`config.mk`:
```
export PLATFORM = sky130hd
export DESIGN_NAME = vsl_line_state
export DESIGN_NICKNAME = d
export VERILOG_FILES = /design/src/vsl_pkg.sv /design/src/vsl_line_state.sv /design/src/vsl_hyst_cmp.sv
export SDC_FILE = /design/constraint.sdc
export NUM_CORES = 1
export LEC_CHECK = 0
export ABC_AREA = 1
export BUFFER_PORTS_ARGS = -buffer_cell sky130_fd_sc_hd__buf_2
export CORE_MARGIN = 3
export CORE_UTILIZATION = 50
export DETAILED_ROUTE_END_ITERATION = 8
export PLACE_DENSITY_LB_ADDON = 0.12
export SYNTH_ARGS = -nofsm -noshare
export SYNTH_HDL_FRONTEND = slang
export SYNTH_SLANG_ARGS = --single-unit
export TNS_END_PERCENT = 10
```
`constraint.sdc`:
```
create_clock -name clk -period 2.1 [get_ports clk]
set_input_delay 0.63 -clock clk [delete_from_list [all_inputs] [get_ports clk]]
set_output_delay 0.63 -clock clk [all_outputs]
set_load 0.01 [all_outputs]
```
`src/vsl_pkg.sv`:
```
// ============================================================
// shared constants and types
// ============================================================
package vsl_pkg;

    // clock and time base
    localparam int unsigned CLK_PERIOD_NS = 20;        // 50 mhz
    localparam int unsigned TICK_NS       = 1_000_000; // one millisecond tick
    localparam int unsigned TICK_CYCLES   = TICK_NS / CLK_PERIOD_NS;

    // delays in milliseconds
    localparam int unsigned ARM_MS   = 200; // live line before arming
    localparam int unsigned QUAL_MS  = 4;   // failure condition qualification
    localparam int unsigned CLEAR_MS = 200; // reset delay on a live line
    localparam int unsigned LATCH_MS = 100; // failure age that survives dead line

    // timer width in bits
    localparam int unsigned TMR_W = 8;

    // magnitude scale: a magnitude of LEVEL_PER_PCT * 100 is nominal
    localparam int unsigned MAG_W         = 16;
    localparam int unsigned PCT_W         = 7;
    localparam logic [15:0] LEVEL_PER_PCT = 16'h0064;

    // hysteresis: drop out below DROP_NUM / DROP_DEN of the threshold
    localparam logic [4:0] DROP_NUM = 5'h13;
    localparam logic [4:0] DROP_DEN = 5'h14;

    // comparator slots
    localparam int unsigned N_CMP    = 10;
    localparam int unsigned CMP_V0   = 0;
    localparam int unsigned CMP_I0   = 3;
    localparam int unsigned CMP_RESV = 6;
    localparam int unsigned CMP_RESI = 7;
    localparam int unsigned CMP_NEGV = 8;
    localparam int unsigned CMP_NEGI = 9;

    // setting defaults
    localparam logic       DEF_ENABLE   = 1'b0;
    localparam logic [6:0] DEF_VOLT_PCT = 7'h3c; // 60 %
    localparam logic [6:0] DEF_CURR_PCT = 7'h0a; // 10 %
    localparam logic [6:0] VOLT_PCT_MIN = 7'h0a; // 10 %
    localparam logic [6:0] CURR_PCT_MIN = 7'h02; // 2 %
    localparam logic [6:0] PCT_MAX      = 7'h64; // 100 %

    // supervision modes
    typedef enum logic [1:0]
    {
        MODE_RESIDUAL = 2'b00,
        MODE_NEG_SEQ  = 2'b01,
        MODE_SPECIAL  = 2'b10
    } vsl_mode_type;

    // supervision states
    typedef enum logic [1:0]
    {
        ST_DISARMED = 2'b00,
        ST_ARMED    = 2'b01,
        ST_FAILED   = 2'b10,
        ST_LATCHED  = 2'b11
    } vsl_state_type;

    // settings bundle
    typedef struct packed
    {
        logic         enable;
        logic [6:0]   volt_pct;
        logic [6:0]   curr_pct;
        vsl_mode_type mode;
        logic [6:0]   res_volt_pct;
        logic [6:0]   res_curr_pct;
        logic [6:0]   neg_volt_pct;
        logic [6:0]   neg_curr_pct;
    } vsl_setting_type;

    // magnitudes from the phasor stage
    typedef struct packed
    {
        logic [2:0][15:0] phase_volt;
        logic [2:0][15:0] phase_curr;
        logic [15:0]      residual_voltage;
        logic [15:0]      residual_current;
        logic [15:0]      neg_seq_voltage;
        logic [15:0]      neg_seq_current;
    } vsl_meas_type;

    // percent setting to magnitude level, clamped to the given range
    function automatic logic [15:0] pct_to_level(logic [6:0] pct, logic [6:0] lo);
        logic [6:0] p;
        p = pct;
        if (p < lo)
        begin
            p = lo;
        end
        if (p > PCT_MAX)
        begin
            p = PCT_MAX;
        end
        return 16'({9'h000, p} * LEVEL_PER_PCT);
    endfunction : pct_to_level

endpackage : vsl_pkg

```
`src/vsl_line_state.sv`:
```
`timescale 1ns/100ps
// Contract
// - dead needs all voltages and currents low
// - live needs all three voltages high
// - per-phase voltage present outputs
// - per-phase current present outputs
// - inhibit input disables line-state function
// - block emits no event records
// - residual mode: residual voltage high, current low
// - negative mode: neg voltage high, current low
// - special mode: residual voltage, both currents low
// - arm after 200 ms continuous live line
// - disarm on dead line, unless an old failure latches
// - fail after condition holds 4 ms
// - supervision needs enable on, inhibit off
// - clear failure 200 ms after condition gone
// - dead after 100 ms failure: latch it
// - dead before 100 ms failure: clear it
// - enable setting defaults off, outputs off
// - voltage threshold 10 to 100 %, default 60
// - current threshold 2 to 100 %, default 10
module vsl_line_state
    import vsl_pkg::*;
#(
    parameter int unsigned TICK_LEN = TICK_CYCLES
)
(
    // clock and reset
    input  wire logic            clk,
    input  wire logic            sys_rst,
    // settings
    input  wire vsl_setting_type setting,
    // measurements
    input  wire vsl_meas_type    meas,
    // user control
    input  wire logic            line_state_inhibit,
    // per-phase starts
    output logic [2:0]           phase_voltage_present,
    output logic [2:0]           phase_current_present,
    // line state
    output logic                 line_dead_flag,
    output logic                 line_live_flag,
    // supervision result
    output logic                 vt_fail_flag
);

    // ============================================================
    // enable and thresholds
    // ============================================================

    logic                           active;
    logic [N_CMP-1:0][15:0]         cmp_mag;
    logic [N_CMP-1:0][15:0]         cmp_level;
    logic [N_CMP-1:0]               cmp_above;

    // the whole function runs only when enabled and not inhibited
    assign active = setting.enable & ~line_state_inhibit;

    // route magnitudes and clamped levels to the comparator slots
    always_comb
    begin
        for (int k = 0; k < 3; k++)
        begin
            cmp_mag[CMP_V0 + k]   = meas.phase_volt[k];
            cmp_mag[CMP_I0 + k]   = meas.phase_curr[k];
            cmp_level[CMP_V0 + k] = pct_to_level(setting.volt_pct, VOLT_PCT_MIN);
            cmp_level[CMP_I0 + k] = pct_to_level(setting.curr_pct, CURR_PCT_MIN);
        end
        cmp_mag[CMP_RESV]   = meas.residual_voltage;
        cmp_mag[CMP_RESI]   = meas.residual_current;
        cmp_mag[CMP_NEGV]   = meas.neg_seq_voltage;
        cmp_mag[CMP_NEGI]   = meas.neg_seq_current;
        cmp_level[CMP_RESV] = pct_to_level(setting.res_volt_pct, 7'h01);
        cmp_level[CMP_RESI] = pct_to_level(setting.res_curr_pct, 7'h01);
        cmp_level[CMP_NEGV] = pct_to_level(setting.neg_volt_pct, 7'h01);
        cmp_level[CMP_NEGI] = pct_to_level(setting.neg_curr_pct, 7'h01);
    end

    // ============================================================
    // comparators
    // ============================================================

    // one hysteresis comparator per magnitude
    for (genvar g = 0; g < N_CMP; g++)
    begin : g_cmp
        vsl_hyst_cmp u_cmp
        (
            .clk     (clk),
            .sys_rst (sys_rst),
            .clear   (~active),
            .mag     (cmp_mag[g]),
            .level   (cmp_level[g]),
            .above   (cmp_above[g])
        );
    end

    // per-phase starts come straight from comparator flops
    assign phase_voltage_present = cmp_above[CMP_V0 +: 3];
    assign phase_current_present = cmp_above[CMP_I0 +: 3];

    // ============================================================
    // line state
    // ============================================================

    logic dead_r;
    logic live_r;

    // dead and live decisions; no event output exists here
    always_ff @(posedge clk or posedge sys_rst)
    begin
        if (sys_rst)
        begin
            dead_r <= 1'b0;
            live_r <= 1'b0;
        end
        else if (!active)
        begin
            dead_r <= 1'b0;
            live_r <= 1'b0;
        end
        else
        begin
            dead_r <= ~(|cmp_above[CMP_V0 +: 3]) & ~(|cmp_above[CMP_I0 +: 3]);
            live_r <= &cmp_above[CMP_V0 +: 3];
        end
    end

    assign line_dead_flag = dead_r;
    assign line_live_flag = live_r;

    // ============================================================
    // failure condition
    // ============================================================

    logic fail_cond;

    // select the condition of the chosen mode
    always_comb
    begin
        unique case (setting.mode)
            MODE_RESIDUAL:
                fail_cond = cmp_above[CMP_RESV] & ~cmp_above[CMP_RESI];
            MODE_NEG_SEQ:
                fail_cond = cmp_above[CMP_NEGV] & ~cmp_above[CMP_NEGI];
            MODE_SPECIAL:
                fail_cond = cmp_above[CMP_RESV] & ~cmp_above[CMP_RESI]
                            & ~cmp_above[CMP_NEGI];
            default:
                fail_cond = 1'b0;
        endcase
    end

    // ============================================================
    // millisecond tick
    // ============================================================

    localparam int unsigned DIV_W = $clog2(TICK_LEN + 1);

    logic [DIV_W-1:0] div_r;
    logic             tick_r;

    // divider yields a one-cycle enable every millisecond
    always_ff @(posedge clk or posedge sys_rst)
    begin
        if (sys_rst)
        begin
            div_r  <= '0;
            tick_r <= 1'b0;
        end
        else if (div_r == DIV_W'(TICK_LEN - 1))
        begin
            div_r  <= '0;
            tick_r <= 1'b1;
        end
        else
        begin
            div_r  <= div_r + 1'b1;
            tick_r <= 1'b0;
        end
    end

    // ============================================================
    // timers (counted in ticks, one extra so the time is a minimum)
    // ============================================================

    vsl_state_type    state_r;
    vsl_state_type    state_nxt;
    logic [TMR_W-1:0] live_cnt_r;
    logic [TMR_W-1:0] qual_cnt_r;
    logic [TMR_W-1:0] clr_cnt_r;
    logic [TMR_W-1:0] on_cnt_r;
    logic             armed_ok;
    logic             qual_ok;
    logic             clr_ok;
    logic             old_fail;

    // saturating tick counter step
    function automatic logic [TMR_W-1:0] tmr_step(logic [TMR_W-1:0] c, logic t);
        if (t && c != '1)
        begin
            return c + 1'b1;
        end
        return c;
    endfunction : tmr_step

    assign armed_ok = live_cnt_r > TMR_W'(ARM_MS);
    assign qual_ok  = qual_cnt_r > TMR_W'(QUAL_MS);
    assign clr_ok   = clr_cnt_r  > TMR_W'(CLEAR_MS);
    assign old_fail = on_cnt_r   > TMR_W'(LATCH_MS);

    // live-line duration for arming
    always_ff @(posedge clk or posedge sys_rst)
    begin
        if (sys_rst)
        begin
            live_cnt_r <= '0;
        end
        else if (!active || !live_r)
        begin
            live_cnt_r <= '0;
        end
        else
        begin
            live_cnt_r <= tmr_step(live_cnt_r, tick_r);
        end
    end

    // condition qualification while armed
    always_ff @(posedge clk or posedge sys_rst)
    begin
        if (sys_rst)
        begin
            qual_cnt_r <= '0;
        end
        else if (state_r != ST_ARMED || !fail_cond)
        begin
            qual_cnt_r <= '0;
        end
        else
        begin
            qual_cnt_r <= tmr_step(qual_cnt_r, tick_r);
        end
    end

    // reset delay once condition disappears on a live line
    always_ff @(posedge clk or posedge sys_rst)
    begin
        if (sys_rst)
        begin
            clr_cnt_r <= '0;
        end
        else if (state_r != ST_FAILED || fail_cond || !live_r)
        begin
            clr_cnt_r <= '0;
        end
        else
        begin
            clr_cnt_r <= tmr_step(clr_cnt_r, tick_r);
        end
    end

    // age of the failure output, kept while latched
    always_ff @(posedge clk or posedge sys_rst)
    begin
        if (sys_rst)
        begin
            on_cnt_r <= '0;
        end
        else if (state_r == ST_FAILED || state_r == ST_LATCHED)
        begin
            on_cnt_r <= tmr_step(on_cnt_r, tick_r);
        end
        else
        begin
            on_cnt_r <= '0;
        end
    end

    // ============================================================
    // supervision state machine
    // ============================================================

    // next state of the supervision
    always_comb
    begin
        state_nxt = state_r;
        if (!active)
        begin
            state_nxt = ST_DISARMED;
        end
        else
        begin
            unique case (state_r)
                ST_DISARMED:
                    if (armed_ok && !dead_r)
                    begin
                        state_nxt = ST_ARMED;
                    end
                ST_ARMED:
                    if (dead_r)
                    begin
                        state_nxt = ST_DISARMED;
                    end
                    else if (qual_ok)
                    begin
                        state_nxt = ST_FAILED;
                    end
                ST_FAILED:
                    if (dead_r && old_fail)
                    begin
                        state_nxt = ST_LATCHED;
                    end
                    else if (dead_r)
                    begin
                        state_nxt = ST_DISARMED;
                    end
                    else if (clr_ok)
                    begin
                        state_nxt = ST_ARMED;
                    end
                ST_LATCHED:
                    if (live_r)
                    begin
                        state_nxt = ST_FAILED;
                    end
            endcase
        end
    end

    // state and failure output registers
    always_ff @(posedge clk or posedge sys_rst)
    begin
        if (sys_rst)
        begin
            state_r      <= ST_DISARMED;
            vt_fail_flag <= 1'b0;
        end
        else
        begin
            state_r      <= state_nxt;
            vt_fail_flag <= (state_nxt == ST_FAILED) || (state_nxt == ST_LATCHED);
        end
    end

endmodule : vsl_line_state

```
`src/vsl_hyst_cmp.sv`:
```
`timescale 1ns/100ps
// ============================================================
// magnitude comparator with drop-out hysteresis
// ============================================================
module vsl_hyst_cmp
    import vsl_pkg::*;
(
    // clock and reset
    input  wire logic        clk,
    input  wire logic        sys_rst,
    // control
    input  wire logic        clear,
    // data
    input  wire logic [15:0] mag,
    input  wire logic [15:0] level,
    // result
    output logic             above
);

    logic [20:0] drop_level;
    logic        above_r;

    // drop-out level is the threshold scaled down by the reset ratio
    assign drop_level = 21'(({5'h00, level} * {16'h0000, DROP_NUM}) / {16'h0000, DROP_DEN});

    // pick up above level, drop only below the reduced level
    always_ff @(posedge clk or posedge sys_rst)
    begin
        if (sys_rst)
        begin
            above_r <= 1'b0;
        end
        else if (clear)
        begin
            above_r <= 1'b0;
        end
        else if (mag > level)
        begin
            above_r <= 1'b1;
        end
        else if ({5'h00, mag} < drop_level)
        begin
            above_r <= 1'b0;
        end
    end

    assign above = above_r;

endmodule : vsl_hyst_cmp

```
======== After elaboration in Yosys (flattened, before gate mapping) ========
Index checks and enable logic that the tools add are counted.
storage, ports and cells
  flip-flop bits (word level) ............. 64
  input port bits ......................... 208
  output and inout bits ................... 9
cells by class
  $add $sub $neg .......................... 5
  $mul .................................... 12
  divide/modulo/power cells ............... 6
  $lt $le $gt $ge ......................... 36
  equal/unequal tests ..................... 25
  mux-type cells .......................... 76
  bitwise operators ....................... 10
  reductions and logical operators ........ 24
operators with widths
  kind                                                           number
  less-than comparator 16 x 21 -> 1 bit                          10
  greater-than comparator 16 x 14 -> 1 bit                       10
  divider 21 x 5 -> 21 bit, second input constant                6
  multiplier 12 x 5 -> 17 bit, second input constant             6
  two-way mux 8 bit                                              12
  two-way mux 7 bit                                              12
  multiplier 7 x 5 -> 12 bit, second input constant              6
  greater-than comparator 7 bit, second input constant           6
  two-way mux 1 bit                                              41
  adder 8 x 1 -> 8 bit, second input constant                    4
  inequality test 8 bit, second input constant                   4
  inequality test 3 x 1 -> 1 bit, second input constant          10
  less-than comparator 7 x 1 -> 1 bit, second input constant     4
  adder 16 x 1 -> 16 bit, second input constant                  1
  == test 16 bit, second input constant                          1
  greater-than comparator 8 bit, second input constant           2
  two-way mux 16 bit                                             1
  two-way mux 2 bit                                              8
  == test 2 bit, second input constant                           5
  greater-than comparator 8 x 3 -> 1 bit, second input constant  1
  greater-than comparator 8 x 7 -> 1 bit, second input constant  1
  one-hot mux 2 bit (4 select lines)                             1
  less-than comparator 7 x 2 -> 1 bit, second input constant     1
  less-than comparator 7 x 4 -> 1 bit, second input constant     1
  other kinds (13)                                               40

======== Logic depth before layout (Yosys ltp) ========
  word-level depth ........................ 11
  mapped depth ............................ 134

======== Modules after synthesis ========
A second synthesis with hierarchy kept.
unflattened totals
  cell total of the unflattened synthesis .. 7527
  area, all modules ....................... 45916.5 µm²
by module, submodules not included
  module                              times used  cells each  area an instance (µm²)  sequential area each (µm²)
  vsl_hyst_cmp at g_cmp[0].u_cmp ...  5           656         3877.5                  25.0
  vsl_hyst_cmp at g_cmp[7].u_cmp ...  3           651         3848.7                  25.0
  vsl_line_state                      1           1003        7305.8                  1351.3
  vsl_hyst_cmp at g_cmp[2].u_cmp      1           651         3857.4                  25.0
  vsl_hyst_cmp at g_cmp[1].u_cmp      1           640         3819.9                  25.0

======== Worst setup path after synthesis ========
Ideal clock, no wire load.
  path kind ............................... input to register
  start ................................... input setting[33] (netlist name)
  end ..................................... register g_cmp[4].u_cmp.above_r
  setup time .............................. 0.124 ns
  data arrival time ....................... 13.932 ns
  required time ........................... 1.976 ns
  setup slack ............................. -11.956 ns
  stages .................................. 116
  path buffers ............................ 3
  path through ............................ nor2_1 -> nand2_1 -> or4_2 -> nand2_1 -> inv_1 -> nand3_1 -> nand2_1 -> nand2_1 -> inv_1 -> ha_1 -> ha_1 -> inv_1 -> fa_1 -> inv_1 -> ha_1 -> nand3_1 -> and2_1 -> xor2_1 -> (+80 left out) -> inv_2 -> nand2_4 -> nand2_2 -> nor2_2 -> nand2_1 -> nand2_2 -> nor2_4 -> nand3_4 -> clkinv_2 -> ha_1 -> a21oi_1 -> nor2_1 -> a211oi_1 -> nand2_1 -> nand2_1 -> nand2_1 -> nand2_1 -> a21oi_2
on the way
  longest elaborated chain between the ends .. 9
  elaborated cells between the ends (all ways) .. 12
ends and longest elaborated chain
  item                                             RTL line              source
  start, declared                                  vsl_line_state.sv:32  input wire vsl_setting_type setting,
  less-than comparator 7 x 2 -> 1 bit              vsl_pkg.sv:91         if (p < lo)
  two-way mux 7 bit *                              vsl_pkg.sv:91
  greater-than comparator 7 bit                    vsl_pkg.sv:95         if (p > PCT_MAX)
  two-way mux 7 bit *                              vsl_pkg.sv:95
  multiplier 7 x 5 -> 12 bit *                     vsl_pkg.sv:99         return 16'({9'h000, p} * LEVEL_PER_PCT);
  multiplier 12 x 5 -> 17 bit                      vsl_hyst_cmp.sv:24    assign drop_level = 21'(({5'h00, level} * {16'h0000, DROP_NUM}) / {16'h0000, DROP_DEN});
  divider 21 x 5 -> 21 bit                         vsl_hyst_cmp.sv:24
  less-than comparator 16 x 21 -> 1 bit            vsl_hyst_cmp.sv:41    else if ({5'h00, mag} < drop_level)
  inequality test 3 x 1 -> 1 bit (no source line)  --
  end signal, assigned                             vsl_hyst_cmp.sv:31    above_r <= 1'b0;
  end signal, assigned                             vsl_hyst_cmp.sv:39    above_r <= 1'b1;
  end signal, assigned                             vsl_hyst_cmp.sv:43    above_r <= 1'b0;
  end, declared                                    vsl_hyst_cmp.sv:21    logic above_r;
Mark *: on every way between the ends. The rest lies on a longest branch, timed or not.
A chain may end at the register's enable or synchronous reset.

======== Worst setup path after layout ========
  start ................................... input setting[17] (netlist name)
  end ..................................... register g_cmp[7].u_cmp.above_r
on the way
  longest elaborated chain between the ends .. 9
  elaborated cells between the ends (all ways) .. 12
ends and longest elaborated chain
  item                                             RTL line
  less-than comparator 7 x 1 -> 1 bit              vsl_pkg.sv:91
  two-way mux 7 bit *                              vsl_pkg.sv:91
  greater-than comparator 7 bit                    vsl_pkg.sv:95
  two-way mux 7 bit *                              vsl_pkg.sv:95
  multiplier 7 x 5 -> 12 bit *                     vsl_pkg.sv:99
  multiplier 12 x 5 -> 17 bit                      vsl_hyst_cmp.sv:24
  divider 21 x 5 -> 21 bit                         vsl_hyst_cmp.sv:24
  less-than comparator 16 x 21 -> 1 bit            vsl_hyst_cmp.sv:41
  inequality test 3 x 1 -> 1 bit (no source line)  --
  end signal, assigned                             vsl_hyst_cmp.sv:31
  end signal, assigned                             vsl_hyst_cmp.sv:39
  end signal, assigned                             vsl_hyst_cmp.sv:43
  end, declared                                    vsl_hyst_cmp.sv:21
Marks and branches as above.

==> results.cfg <==
[outcome]
status = complete, but fails checks
violations = setup timing

[layout]
area_growth_pct = 44.6
nets = 10557
stdcell_count = 10894
drive_gt1_frac = 0.391

[logic_synthesis]
synth_cell_types = 93
synth_largest_area_cell = nand2_1
synth_top_cell_area_share = 0.169
netlist_instances = 7510
yosys-top-cells-area = nand2_1, ha_1, inv_1
synthArstFlopShare = 1.00
ys_ff_latch = 64
yosysWarnings = 0
ys_seq_area_frac = 0.0352
synth_edf_count = 0
yosys_most_used_dff = dfrtp_1
synth_area_sq_mm = 0.0455
avgSynthCellArea_sq_um = 6.06
syn_nets = 8374

[clock_tree]
clk_pin_slew_worst_paths_ns = 0.06
cts_buffer_depth = 2
cts_made_buffers = 9
cts_tree = yes
cts_root_buffer = clkbuf_16
clock_sinks = 64
cts_max_level = 3
clk_latency_ns = 0.35

[min_path]
holdCritPathClass = input port to async pin

[timing]
maxSlewHeadroom = 0.576
setup_viol = 10
period_minus_slack_ns = 14.33
holdWs_ns = 0.261
fin_crit_sh = 6.83
setup_slack_ns = -12.23
fin_skew_ns = 0.00969
worst-slew-pin-transition_ns = 0.630
clock.fmax_mhz = 69.8
rsz0062_at_grt = yes
hold_violations = 0
finalMaxSlewViolations = 0

[setup_path]
cpMostUsedCell = nand2_1
rrSetupSlack_ns = 0.20
reg2reg_to = on_cnt_r[7]$_DFFE_PP0P_
critPathTopFamily = simple AND/OR/NAND/NOR gates
endpoint_kind = register
max_stage_delay_ns = 0.53
cp_max_fo = 11
start_kind = input port
r2r_start = on_cnt_r[0]$_DFFE_PP0P_
worst-endpoint-arrival_ns = 14.55
path_buf_inv = 24
crit_slowest_cell = fa_1
crit_type = input port to register
r2r_cells = 10
worstPathRequired_ns = 2.32
path_depth = 116

[detailed_routing]
final_antenna_net_count = 0
viasPerCell = 5.15
drt_wl_total_mm = 150
drc_errors = 0
wl_per_cell_um = 13.8
vias = 56099
initialDrtViolationCount = 2975
dr.pass1.iters = 6

[die]
start_util = 0.505
die_h_um = 308
num_rows = 110
die_w_um = 308
num_io_pins = 217
die_area_sq_mm = 0.0947
fp.coreArea_sq_mm = 0.0901

[global_route]
grt_max_degree = 45
antenna_found_initial = 23
grt_pass1_wl_mm = 244
grt_pass1_vias = 53441
grtUsageTotal = 0.301
gr-total-overflow = 0

[placed_design]
pre_cts_slack_ns = -12.95
gp_congestion = 0.945
dp.cells = 10745
port_buffers = 216
dpl.hpwl_mm = 128

[flow_run]
maxCapViolations = 0
Yosys cell counts (12+ instances only):
library cell and number:
nand4_1 253, a21oi_1 324, clkbuf_1 18, nand3_2 115
fa_1 54, nor2_1 478, o21ai_1 36, nor4_1 23
xor2_2 14, ha_1 602, nand2_4 144, nand3b_1 50
o211ai_1 16, nor2_2 98, clkbuf_8 13, nor3_1 76
inv_2 119, inv_1 1023, buf_6 20, nor2_4 70
nand2_1 2047, nand3_4 37, xnor2_1 45, o21bai_1 19
o21ai_2 17, xor2_1 160, a21oi_2 20, nand3_1 767
dfrtp_1 64, inv_4 17, o21ai_0 114, clkinv_1 22
a21o_1 12, a211oi_1 22, nand2_2 402
kinds of logic after synthesis:
logic type	count (synthesis)	synth area share
and+or+nand+nor	4625	0.524
buffers and inverters	1271	0.116
AOI/OAI and AO/OA	671	0.0888
adders and majority gates	656	0.189
xor gates and xnor gates	223	0.0464
DFF	64	0.0352
sequential cells by signal (all words and copies together), names as in the netlist:
signal and count:
div_r 16, g_cmp.u_cmp.above 10, clr_cnt_r 8, live_cnt_r 8, on_cnt_r 8, qual_cnt_r 8
state_r 2, line_dead_flag 1, line_live_flag 1, tick_r 1, vt_fail_flag 1
repair_timing:
action / CTS / global route
pin swaps: 64 / 133
hold buffers: 0 / 0
gates cloned: 7 / 5
endpoints found under the setup margin: 10 / 17
gates resized for setup: 82 / 201
setup buffers: 40 / 61
worst max-delay path by stage:
| stage | start | end | slack [ns] |
|---|---|---|---|
| 6_report | setting[17] | g_cmp[7].u_cmp.above$_DFFE_PP0P_ | -12.23 |
| 3_3_place_gp | setting[34] | g_cmp[4].u_cmp.above$_DFFE_PP0P_ | -12.65 |
| 2_1_floorplan | setting[34] | g_cmp[4].u_cmp.above$_DFFE_PP0P_ | -11.30 |
| 5_1_grt | setting[17] | g_cmp[7].u_cmp.above$_DFFE_PP0P_ | -13.44 |
| 4_1_cts | setting[41] | g_cmp[0].u_cmp.above$_DFFE_PP0P_ | -12.10 |
| 3_5_place_dp | setting[34] | g_cmp[4].u_cmp.above$_DFFE_PP0P_ | -12.95 |
layer usage:
| layer | track usage | wire, um | up-vias |
|---|---|---|---|
| met3 | 0.0349 | 7340 | 253 |
| met2 | 0.551 | 73700 | 1160 |
| met1 | 0.371 | 64900 | 25717 |
| met4 | 0.0789 | 4310 | 14 |
| li1 | - | - | 28955 |
| met5 | 0 | 85 | - |
area by class of cell:
type | count | area, sq um
tap | 1176 | 1470
clock inverter | 7 | 128
fill | 7599 | 24400
antenna | 20 | 50.0
inverter | 1193 | 4590
sequential | 64 | 1600
multi-input combinational | 6187 | 41300
timing repair buffer | 2238 | 16400
clock buffer | 9 | 225
through the flow:
| stage | utilization | instance area [sq um] | TNS (ns) |
|---|---|---|---|
| after global routing | 0.729 | 65700 | -133.19 |
| final | 0.730 | 65800 | -121.18 |
| after CTS | 0.714 | 64300 | -120.57 |
| after global placement | 0.701 | 63200 | -124.09 |
| after detailed placement | 0.701 | 63200 | -127.56 |
| after floorplan | - | 46900 | -119.91 |
placed cells by master, fill, tap and decap left out, drive strengths merged, types with 4 or more instances in the layout:
cell / Yosys / routed
nand2: 2594 / 2598
buf: 45 / 2238
inv: 1165 / 1167
nand3: 919 / 927
nor2: 655 / 655
ha: 602 / 602
a21oi: 349 / 349
nand4: 260 / 260
xor2: 175 / 175
o21ai: 168 / 168
nor3: 83 / 83
dfrtp: 64 / 64
nand3b: 55 / 55
fa: 54 / 54
xnor2: 48 / 48
clkinv: 28 / 30
nor4: 23 / 23
a211oi: 22 / 22
o21bai: 22 / 22
diode: 0 / 20
o211ai: 17 / 17
a21o: 14 / 14
and2: 13 / 13
or2: 12 / 12
o221ai: 11 / 11
a31oi: 11 / 11
a2111oi: 9 / 9
o2111ai: 9 / 9
clkbuf: 33 / 9
o21a: 7 / 7
a41oi: 5 / 5
o22ai: 4 / 4
Power is not shown: default switching activity piles up to over one toggle a cycle in this logic, so the estimate is an artifact.
